## src/hw/bscn_map.vh

```
// Constants for the boundary-scan test port
`ifndef BSCN_MAP_VH
`define BSCN_MAP_VH
// Shared pin positions while the test port owns them
`define BSCN_PIN_TCK   0
`define BSCN_PIN_TMS   1
`define BSCN_PIN_TDI   2
`define BSCN_PIN_TDO   3
`define BSCN_PIN_TRST  4
`define BSCN_GPIO_W    5
// Instruction register
`define BSCN_IR_W      4
`define BSCN_IR_CAP    4'h1
`define BSCN_OP_EXTEST  4'h0
`define BSCN_OP_IDCODE  4'h1
`define BSCN_OP_SAMPLE  4'h2
`define BSCN_OP_PRELOAD 4'h3
`define BSCN_OP_HIGHZ   4'h4
`define BSCN_OP_CLAMP   4'h5
`define BSCN_OP_BYPASS  4'hf
// Identification register width
`define BSCN_ID_W      32
`endif

```

## src/hw/bscn_sync.v

```verilog
// Three-flop pin synchroniser with second/third stage agreement filter
`timescale 1ns/1ps
module bscn_sync #(
  parameter W = 1
) (
  // Clock and reset
  input  wire         clock,
  input  wire         rst,
  // Asynchronous inputs
  input  wire [W-1:0] async_in,
  // Filtered levels
  output reg  [W-1:0] level_q
);
  reg [W-1:0] s1_q;
  reg [W-1:0] s2_q;
  reg [W-1:0] s3_q;
  genvar i;

  always @(posedge clock) begin
    s1_q <= async_in;
    s2_q <= s1_q;
    s3_q <= s2_q;
  end

  // A level counts only once the second and third stages agree
  generate
    for (i = 0; i < W; i = i + 1) begin : g_filt
      always @(posedge clock) begin
        if (rst) begin
          level_q[i] <= 1'b1;
        end else if (s2_q[i] == s3_q[i]) begin
          level_q[i] <= s3_q[i];
        end
      end
    end
  endgenerate
endmodule // bscn_sync

```

## src/hw/bscn_tap.v

```verilog
// Boundary-scan test access port sharing five general-purpose pins
// How it works
// - Test-select low hands shared pins to the test port and halts operation.
// - GPIO0..4 carry TCK, TMS, TDI, TDO, TRSTn; revert when select high.
// - Implements IDCODE, BYPASS, EXTEST, SAMPLE, PRELOAD, HIGHZ and CLAMP instructions.
// - IDCODE instruction shifts out the fixed identification code on TDO.
// - TDO changes on TCK falling edge; TMS and TDI sampled on rising.
`timescale 1ns/1ps
`include "bscn_map.vh"
module bscn_tap #(
  parameter N = 8,
  // Identification value is arbitrary; bit 0 must stay 1
  parameter [`BSCN_ID_W-1:0] ID_CODE = 32'h0000_0001
) (
  // Clock and reset
  input  wire                    clock,
  input  wire                    rst,
  // Shared pins
  input  wire [`BSCN_GPIO_W-1:0] gpio_in,
  output reg  [`BSCN_GPIO_W-1:0] gpio_out,
  output reg  [`BSCN_GPIO_W-1:0] gpio_oe_n,
  input  wire                    test_select_n,
  // Normal-mode GPIO function
  input  wire [`BSCN_GPIO_W-1:0] core_gpio_out,
  input  wire [`BSCN_GPIO_W-1:0] core_gpio_oe_n,
  output reg  [`BSCN_GPIO_W-1:0] core_gpio_in,
  output reg                     op_halt,
  // Boundary-scanned device pins
  input  wire [N-1:0]            core_dout,
  input  wire [N-1:0]            core_doe_n,
  output reg  [N-1:0]            core_din,
  input  wire [N-1:0]            pad_in,
  output reg  [N-1:0]            pad_out,
  output reg  [N-1:0]            pad_oe_n
);
  localparam [15:0] S_TLR  = 16'h0001;
  localparam [15:0] S_RTI  = 16'h0002;
  localparam [15:0] S_SDR  = 16'h0004;
  localparam [15:0] S_CDR  = 16'h0008;
  localparam [15:0] S_SHDR = 16'h0010;
  localparam [15:0] S_E1DR = 16'h0020;
  localparam [15:0] S_PDR  = 16'h0040;
  localparam [15:0] S_E2DR = 16'h0080;
  localparam [15:0] S_UDR  = 16'h0100;
  localparam [15:0] S_SIR  = 16'h0200;
  localparam [15:0] S_CIR  = 16'h0400;
  localparam [15:0] S_SHIR = 16'h0800;
  localparam [15:0] S_E1IR = 16'h1000;
  localparam [15:0] S_PIR  = 16'h2000;
  localparam [15:0] S_E2IR = 16'h4000;
  localparam [15:0] S_UIR  = 16'h8000;

  wire [N+5:0]            lvl;
  reg                     tck_q;
  reg  [15:0]             st_q;
  reg  [15:0]             st_d;
  reg  [`BSCN_IR_W-1:0]   ir_sh_q;
  reg  [`BSCN_IR_W-1:0]   ir_q;
  reg                     byp_q;
  reg  [`BSCN_ID_W-1:0]   id_sh_q;
  reg  [2*N-1:0]          bsr_sh_q;
  reg  [2*N-1:0]          bsr_upd_q;
  reg                     tdo_q;
  reg                     tdo_en_q;

  bscn_sync #(
    .W (N + 6)
  ) u_sync (
    .clock    (clock),
    .rst      (rst),
    .async_in ({pad_in, test_select_n, gpio_in}),
    .level_q  (lvl)
  );

  wire test_mode = ~lvl[5];
  wire [N-1:0] pad_lvl = lvl[N+5:6];
  wire tck  = lvl[`BSCN_PIN_TCK];
  wire tms  = lvl[`BSCN_PIN_TMS];
  wire tdi  = lvl[`BSCN_PIN_TDI];
  wire rise = test_mode & tck & ~tck_q;
  wire fall = test_mode & ~tck & tck_q;
  // reset without TCK; leaving test mode also resets the port
  wire tap_rst = rst | ~test_mode | ~lvl[`BSCN_PIN_TRST];

  // instruction decode; unknown codes fall back to bypass
  wire op_id    = (ir_q == `BSCN_OP_IDCODE);
  wire op_ext   = (ir_q == `BSCN_OP_EXTEST);
  wire op_bsr   = op_ext | (ir_q == `BSCN_OP_SAMPLE) | (ir_q == `BSCN_OP_PRELOAD);
  wire op_clamp = (ir_q == `BSCN_OP_CLAMP);
  wire op_highz = (ir_q == `BSCN_OP_HIGHZ);

  always @(posedge clock) begin
    if (rst) begin
      // Matches the filter's reset level so no edge is seen after reset
      tck_q <= 1'b1;
    end else begin
      tck_q <= tck;
    end
  end

  always @* begin
    case (st_q)
      S_TLR:   st_d = tms ? S_TLR  : S_RTI;
      S_RTI:   st_d = tms ? S_SDR  : S_RTI;
      S_SDR:   st_d = tms ? S_SIR  : S_CDR;
      S_CDR:   st_d = tms ? S_E1DR : S_SHDR;
      S_SHDR:  st_d = tms ? S_E1DR : S_SHDR;
      S_E1DR:  st_d = tms ? S_UDR  : S_PDR;
      S_PDR:   st_d = tms ? S_E2DR : S_PDR;
      S_E2DR:  st_d = tms ? S_UDR  : S_SHDR;
      S_UDR:   st_d = tms ? S_SDR  : S_RTI;
      S_SIR:   st_d = tms ? S_TLR  : S_CIR;
      S_CIR:   st_d = tms ? S_E1IR : S_SHIR;
      S_SHIR:  st_d = tms ? S_E1IR : S_SHIR;
      S_E1IR:  st_d = tms ? S_UIR  : S_PIR;
      S_PIR:   st_d = tms ? S_E2IR : S_PIR;
      S_E2IR:  st_d = tms ? S_UIR  : S_SHIR;
      S_UIR:   st_d = tms ? S_SDR  : S_RTI;
      default: st_d = S_TLR;
    endcase
  end

  always @(posedge clock) begin
    if (tap_rst) begin
      st_q <= S_TLR;
    end else if (rise) begin
      st_q <= st_d;
    end
  end

  // capture and shift on rising TCK
  always @(posedge clock) begin
    if (tap_rst) begin
      ir_sh_q  <= `BSCN_IR_CAP;
      byp_q    <= 1'b0;
      id_sh_q  <= {`BSCN_ID_W{1'b0}};
      bsr_sh_q <= {2*N{1'b0}};
    end else if (rise) begin
      if (st_q == S_CIR) begin
        ir_sh_q <= `BSCN_IR_CAP;
      end else if (st_q == S_SHIR) begin
        ir_sh_q <= {tdi, ir_sh_q[`BSCN_IR_W-1:1]};
      end
      if (st_q == S_CDR) begin
        byp_q    <= 1'b0;
        id_sh_q  <= ID_CODE;
        bsr_sh_q <= {core_dout, pad_lvl};
      end else if (st_q == S_SHDR) begin
        byp_q    <= tdi;
        id_sh_q  <= {tdi, id_sh_q[`BSCN_ID_W-1:1]};
        bsr_sh_q <= {tdi, bsr_sh_q[2*N-1:1]};
      end
    end
  end

  // update and TDO on falling TCK
  always @(posedge clock) begin
    if (tap_rst) begin
      ir_q      <= `BSCN_OP_IDCODE;
      bsr_upd_q <= {2*N{1'b0}};
      tdo_q     <= 1'b0;
      tdo_en_q  <= 1'b0;
    end else if (fall) begin
      if (st_q == S_UIR) begin
        ir_q <= ir_sh_q;
      end
      if ((st_q == S_UDR) && op_bsr) begin
        bsr_upd_q <= bsr_sh_q;
      end
      tdo_en_q <= (st_q == S_SHIR) | (st_q == S_SHDR);
      if (st_q == S_SHIR) begin
        tdo_q <= ir_sh_q[0];
      end else if (st_q == S_SHDR) begin
        tdo_q <= op_id ? id_sh_q[0] : (op_bsr ? bsr_sh_q[0] : byp_q);
      end
    end
  end

  // pin ownership; TDO released when not shifting
  always @(posedge clock) begin
    if (rst) begin
      gpio_out     <= 5'h00;
      gpio_oe_n    <= 5'h1f;
      core_gpio_in <= 5'h00;
      op_halt      <= 1'b0;
    end else if (test_mode) begin
      gpio_out     <= {1'b0, tdo_q, 3'h0};
      gpio_oe_n    <= {1'b1, ~tdo_en_q, 3'h7};
      core_gpio_in <= 5'h00;
      op_halt      <= 1'b1;
    end else begin
      gpio_out     <= core_gpio_out;
      gpio_oe_n    <= core_gpio_oe_n;
      core_gpio_in <= lvl[4:0];
      op_halt      <= 1'b0;
    end
  end

  // pin effect of EXTEST, CLAMP and HIGHZ
  always @(posedge clock) begin
    if (rst) begin
      pad_out  <= {N{1'b0}};
      pad_oe_n <= {N{1'b1}};
      core_din <= {N{1'b0}};
    end else begin
      if (test_mode && (op_ext || op_clamp)) begin
        pad_out  <= bsr_upd_q[2*N-1:N];
        pad_oe_n <= {N{1'b0}};
      end else if (test_mode && op_highz) begin
        pad_out  <= {N{1'b0}};
        pad_oe_n <= {N{1'b1}};
      end else begin
        pad_out  <= core_dout;
        pad_oe_n <= core_doe_n;
      end
      // Core sees preloaded values under EXTEST so it cannot react to test patterns
      core_din <= (test_mode && op_ext) ? bsr_upd_q[N-1:0] : pad_lvl;
    end
  end
endmodule // bscn_tap

```

## config.mk

```make
export PLATFORM = sky130hd
export DESIGN_NAME = bscn_tap
export DESIGN_NICKNAME = d
export VERILOG_FILES = /design/src/hw/bscn_sync.v /design/src/hw/bscn_tap.v
export VERILOG_INCLUDE_DIRS = /design/src /design/src/hw
export SDC_FILE = /design/constraint.sdc
export NUM_CORES = 1
export LEC_CHECK = 0
export ABC_AREA = 0
export BUFFER_PORTS_ARGS = -buffer_cell sky130_fd_sc_hd__buf_4
export CAP_MARGIN = 20
export CORE_MARGIN = 4
export CORE_UTILIZATION = 37
export CTS_CLUSTER_DIAMETER = 40
export CTS_CLUSTER_SIZE = 8
export DETAILED_ROUTE_END_ITERATION = 8
export PLACE_DENSITY = 0.56
export SKIP_LAST_GASP = 1
export SLEW_MARGIN = 0
export SYNTH_ARGS = -nofsm -noshare
export SYNTH_HDL_FRONTEND = slang
export SYNTH_SLANG_ARGS = --single-unit
export TNS_END_PERCENT = 50
```

## constraint.sdc

```tcl
create_clock -name clock -period 3.44 [get_ports clock]
set_input_delay 0.688 -clock clock [delete_from_list [all_inputs] [get_ports clock]]
set_output_delay 0.688 -clock clock [all_outputs]
set_load 0.01 [all_outputs]
```

# Yosys cells after proc, flatten, opt, wreduce, memory -nomap -nowiden
# Index checks and enable logic that the tools add are counted.
# Widths: inputs -> output; s select.
[op_classes]
order_cmp = 0
div = 0
n_eq_ne = 35
n_bitwise = 14
n_shift = 0
n_mul = 0
muxes = 33
n_addsub = 0
n_reduce_logical = 18
[ops]
columns = ["op", "n"]
rows = [
  ["$pmux 16 s12", 1],
  ["$mux 16", 4],
  ["$mux 32", 2],
  ["$mux 8", 6],
  ["$mux 9", 2],
  ["$eq 16x1->1 const B", 1],
  ["$eq 16x10->1 const B", 1],
  ["$eq 16x11->1 const B", 1],
  ["$eq 16x12->1 const B", 1],
  ["$eq 16x13->1 const B", 1],
  ["$eq 16x14->1 const B", 1],
  ["$eq 16x15->1 const B", 1],
  ["$eq 16x16->1 const B", 1],
  ["$eq 16x2->1 const B", 1],
  ["$eq 16x3->1 const B", 1],
  ["$eq 16x4->1 const B", 1],
  ["$eq 16x5->1 const B", 1],
  ["$eq 16x6->1 const B", 1],
  ["$eq 16x7->1 const B", 1],
  ["$eq 16x8->1 const B", 1],
  ["$eq 16x9->1 const B", 1],
  ["$mux 4", 4],
  ["$mux 15", 1],
  ["$eq 1x1->1", 14],
  ["other kinds (20)", 50],
]
[word_totals]
input_bits = 42
ff_bits = 188
elab_cells = 136
out_inout_bits = 40
ramBits = 0
latch_bits = 0
rom_bits = 0
mem_count = 0

# Longest topological paths before layout
[logic_depth]
word_depth = 7
depth_mapped = 9
ltp_nobuf = 5

# Modules after synthesis
# Synthesis repeated with hierarchy kept, for this count alone.
[hier_totals]
cells_unflattened = 715
area_unflattened_um2 = 6588.8
[modules_own_cells]
columns = ["mod", "n_inst", "area_per_inst_um2", "seq_area_each_um2", "cells_per_inst"]
rows = [
  ["bscn_tap", 1, 5235.0, 2622.5, 616],
  ["bscn_sync", 1, 1353.8, 1121.1, 99],
]

# Least setup slack after synthesis
# Ideal clock, no wire load.
[synth_timing]
kind = "register -> register"
startpoint = "register st_q[5]"
endpoint = "register bsr_upd_q[5]"
setup_time_ns = 0.128
path_buffers = 2
t_arrival_ns = 1.999
path_stages_with_launch = 8
required_ns = 3.312
path_slack_ns = 1.313
period_less_slack_ns = 2.127
cell_sequence = "dfxtp_1 -> buf_6 -> nor4_4 -> nand3_4 -> nor4_4 -> buf_6 -> mux2i_1 -> nor2_1"
[synth_between]
elab_chain_len = 3
[synth_lines]
columns = ["item", "line", "text"]
rows = [
  ["start: declaration", "bscn_tap.v:55", "reg [15:0] st_q;"],
  ["start signal: assignment", "bscn_tap.v:127", "st_q <= st_d;"],
  ["$eq 16x9->1", "bscn_tap.v:167", "if ((st_q == S_UDR) && op_bsr) begin"],
  ["$logic_and 1x1->1", "bscn_tap.v:167", ""],
  ["$reduce_and 2->1 (no line)", "n/a", ""],
  ["end signal: assignment", "bscn_tap.v:160", "bsr_upd_q <= {2*N{1'b0}};"],
  ["end signal: assignment", "bscn_tap.v:168", "bsr_upd_q <= bsr_sh_q;"],
  ["end: declaration", "bscn_tap.v:62", "reg [2*N-1:0] bsr_upd_q;"],
]
# Every way passes these cells.
# A chain may end at the register's enable or synchronous reset.

# Final worst setup path
[layout_timing]
startpoint = "register st_q[8]"
endpoint = "register id_sh_q[8]"
[layout_between]
elab_chain_len = 3
word_cells_on_any_way = 5
classes_between = "2 x eq/ne; 1 x mux; 2 x reduce/logical"
[layout_lines]
columns = ["item", "line", "text"]
rows = [
  ["$eq 16x4->1 / $eq 16x5->1 (equally long branches)", "bscn_tap.v:144, bscn_tap.v:148", ""],
  ["$reduce_bool 2->1 (no line)", "n/a", ""],
  ["$reduce_and 2->1 (no line)", "n/a", ""],
  ["end signal: assignment", "bscn_tap.v:136", "id_sh_q <= {`BSCN_ID_W{1'b0}};"],
  ["end signal: assignment", "bscn_tap.v:150", "id_sh_q <= {tdi, id_sh_q[`BSCN_ID_W-1:1]};"],
  ["end: declaration", "bscn_tap.v:60", "reg [`BSCN_ID_W-1:0] id_sh_q;"],
]
# Several ways; a longest one is shown, not always the timed one.

==> impl_metrics.ini <==
[status]
status = completed

[run]
drv_cap = 0

[timing]
slew_headroom_pct = 32.9
finalCriticalPeriod_ns = 2.63
finClkSkew_ns = 0.00674
setup_ws_ns = 0.808
fin_crit_sh_pct = 76.5
rsz0062_at_grt = no
finalSetupViolations = 0
setup_tns_ns = 0
final_hold_viol_count = 0
worst_pin_slew_ns = 1.01
fmax_mhz = 380
slew_violations = 0

[logic_synthesis]
netlist_area_mm2 = 0.00690
synth_top_family_by_area = simple AND/OR/NAND/NOR gates
ys_warn_count = 0
synthArstFlopShare_pct = 0
yosysTopAreaCellShare_pct = 54.3
muxShareOfSynthArea_pct = 5.51
synth_seq_cells = 187
synthFlopType = dfxtp_1
yosys-top-cells-count = dfxtp_1 (187), nor2_1 (91), nand2_1 (69), a21oi_1 (64), mux2i_1 (38)
synth_top_cell_by_area = dfxtp_1
synth_compound_area_share_pct = 13.8
synthXorXnorAreaFrac_pct = 0.762
synthSimpleGateAreaFrac_pct = 22.1
syn_area_per_cell_um2 = 9.96
synth.distinct_cells = 56
syn_nets = 735
yosys.cell_count.top_type = dfxtp_1
ys_seq_area_share_pct = 54.3
synth_area_leaders = dfxtp_1 (54%), mux2i_1 (5.5%), nor2_1 (5.0%)
syn_inst = 693
synthAdderAreaFrac_pct = 0
synth_edf_count = 0

[setup_path]
crit_arrival_ns = 2.94
cp-end-kind = flop
cp_max_fo = 31
rr_worst_depth = 6
worstSetupPathType = flop to flop
setup.worst_path.start_class = flop
cp.required_ns = 3.75

[layout]
drive_above_1_share_pct = 22.7
multi_input_area_mm2 = 0.00291
syn_to_final_growth_pct = 20.2
nNetsFinal = 801
postLayoutCoreUtil_pct = 45.7
num_antenna_cells = 0
fill_cells = 1722
regArea_mm2 = 0.00374
stdcell_area_mm2 = 0.00829

[pwr]
peakVddDrop_mv = 0.335
netSwitchingFraction_pct = 20.8
p_int_uw = 3560
combinationalPowerShare_pct = 4.1
p_switching_uw = 933
leakagePower_uw = 0.00315
power_density_mw_per_mm2 = 541
power_uw = 4490
pwr-share-seq_pct = 50.5
power.share.clock_pct = 45.4

[global_route]
grt_pass1_wl_mm = 24.4
grt_usage_pct = 14.6
antenna_found_initial = 0
grt_max_degree = 65
grt_pass1_vias = 4905
grt_overflow = 0

[routing]
routedWlPerCell_um = 14.7
vias = 5028
drtPass1Iterations = 5
first_iter_violations = 273
viasPerCell = 5.03
wirelength_mm = 14.7
drc = 0
drtAntennaViolNets = 0

[cts]
cts_buffer_depth = 2
cts_sinks = 187
ctsHtreeMaxLevel = 4
cts_root_buf = clkbuf_16
clk_latency_ns = 0.42
cts_buffers = 17
ctsHoldBuffers = 0
cts_resized = 0
cts_setup_buffers = 0
cts_tree = built
clk_pin_slew_ns = 0.07

[placed_design]
post-place-ws_ns = 0.858
place.gp.congestion = 0.882
placed_area_mm2 = 0.00767
place_hpwl_mm = 9.83
io_buffers = 81

[floorplan]
core_area_mm2 = 0.0181
fp.dieArea_mm2 = 0.0209
rows = 49
start_util_pct = 38.0
dieWidth_um = 145
io_pins = 82
die_h_um = 145

[hold_path]
min_path_cells = 0
hold_path_class = flop to flop
[power groups by stage]
stage / sequential (uW) / clock, uW / combinational [uW]
6_report: 2270 / 2040 / 186
5_1_grt: 2270 / 2180 / 205
4_1_cts: 2270 / 2090 / 191
3_5_place_dp: 2320 / 0 / 191
3_3_place_gp: 2310 / 0 / 188
2_1_floorplan: 2320 / 0 / 68.1
[layout make-up]
cell class                      instances  share of cell area [%]
Sequential cell                       187                    45.2
Multi-Input combinational cell        460                    35.1
Timing Repair Buffer                   92                    8.78
Clock buffer                           22                    5.84
Inverter                                1                  0.0453
Clock inverter                          8                    1.60
Tap cell                              229                    3.46
[placed cells by master (no fill, tap or decap), drive strengths merged, types with 18 or more instances in the layout]
cell type  instances
o21bai            21
nand2             69
a21oi             69
buf               92
clkbuf            22
mux2i             38
nor2              91
nand3             42
a211oi            18
dfxtp            187
[metrics by stage]
| step | cells | hold slack, ns |
|---|---|---|
| 2_1_floorplan | 693 | 0.310 |
| 3_3_place_gp | 969 | 0.311 |
| 3_5_place_dp | 969 | 0.312 |
| 4_1_cts | 999 | 0.328 |
| 5_1_grt | 999 | 0.332 |
| 6_report | 999 | 0.326 |
[metal layers]
| metal | up-vias | routed length, um | track usage [%] | part of all wire (%) |
|---|---|---|---|---|
| met3 | 18 | 491 | 3.77 | 3.3 |
| met4 | 0 | 250 | 5.01 | 1.7 |
| met5 | - | 0 | 0 | 0 |
| met2 | 87 | 7090 | 23.6 | 48 |
| met1 | 2376 | 6890 | 19.0 | 47 |
| li1 | 2547 | - | - | - |
[cells by family after synthesis]
group / count (synthesis)
and+or+nand+nor: 277
DFF: 187
AOI/OAI and AO/OA: 139
buffers and inverters: 46
muxes: 38
xor gates and xnor gates: 6
[critical path: stages, from the launching register on]
cell	delay (ns)
dfxtp_1	0.39
nor4_1	0.59
nand2_1	0.28
or2_2	0.69
buf_4	0.37
nand3_1	0.11
a21oi_1	0.07
[final timing paths]
| check | slack (ns) | startpoint | endpoint |
|---|---|---|---|
| worst max-delay path | 0.81 | st_q[8] | id_sh_q[8] |
| worst min register to register | 0.33 | u_sync.s1_q[4] | u_sync.s2_q[4] |
| worst min-delay path | 0.33 | u_sync.s1_q[4] | u_sync.s2_q[4] |
| worst max register to register | 0.81 | st_q[8] | id_sh_q[8] |
[registers in the layout, summed over array words and instances (netlist names), 4 cells and up]
register	flops
bsr_sh_q	16
bsr_upd_q	16
core_din	8
core_gpio_in	5
gpio_oe_n	5
gpio_out	5
id_sh_q	31
ir_q	4
ir_sh_q	4
pad_oe_n	8
pad_out	8
st_q	16
u_sync.level_q	14
u_sync.s1_q	14
u_sync.s2_q	14
u_sync.s3_q	14
(Power assumes the default switching activity.)
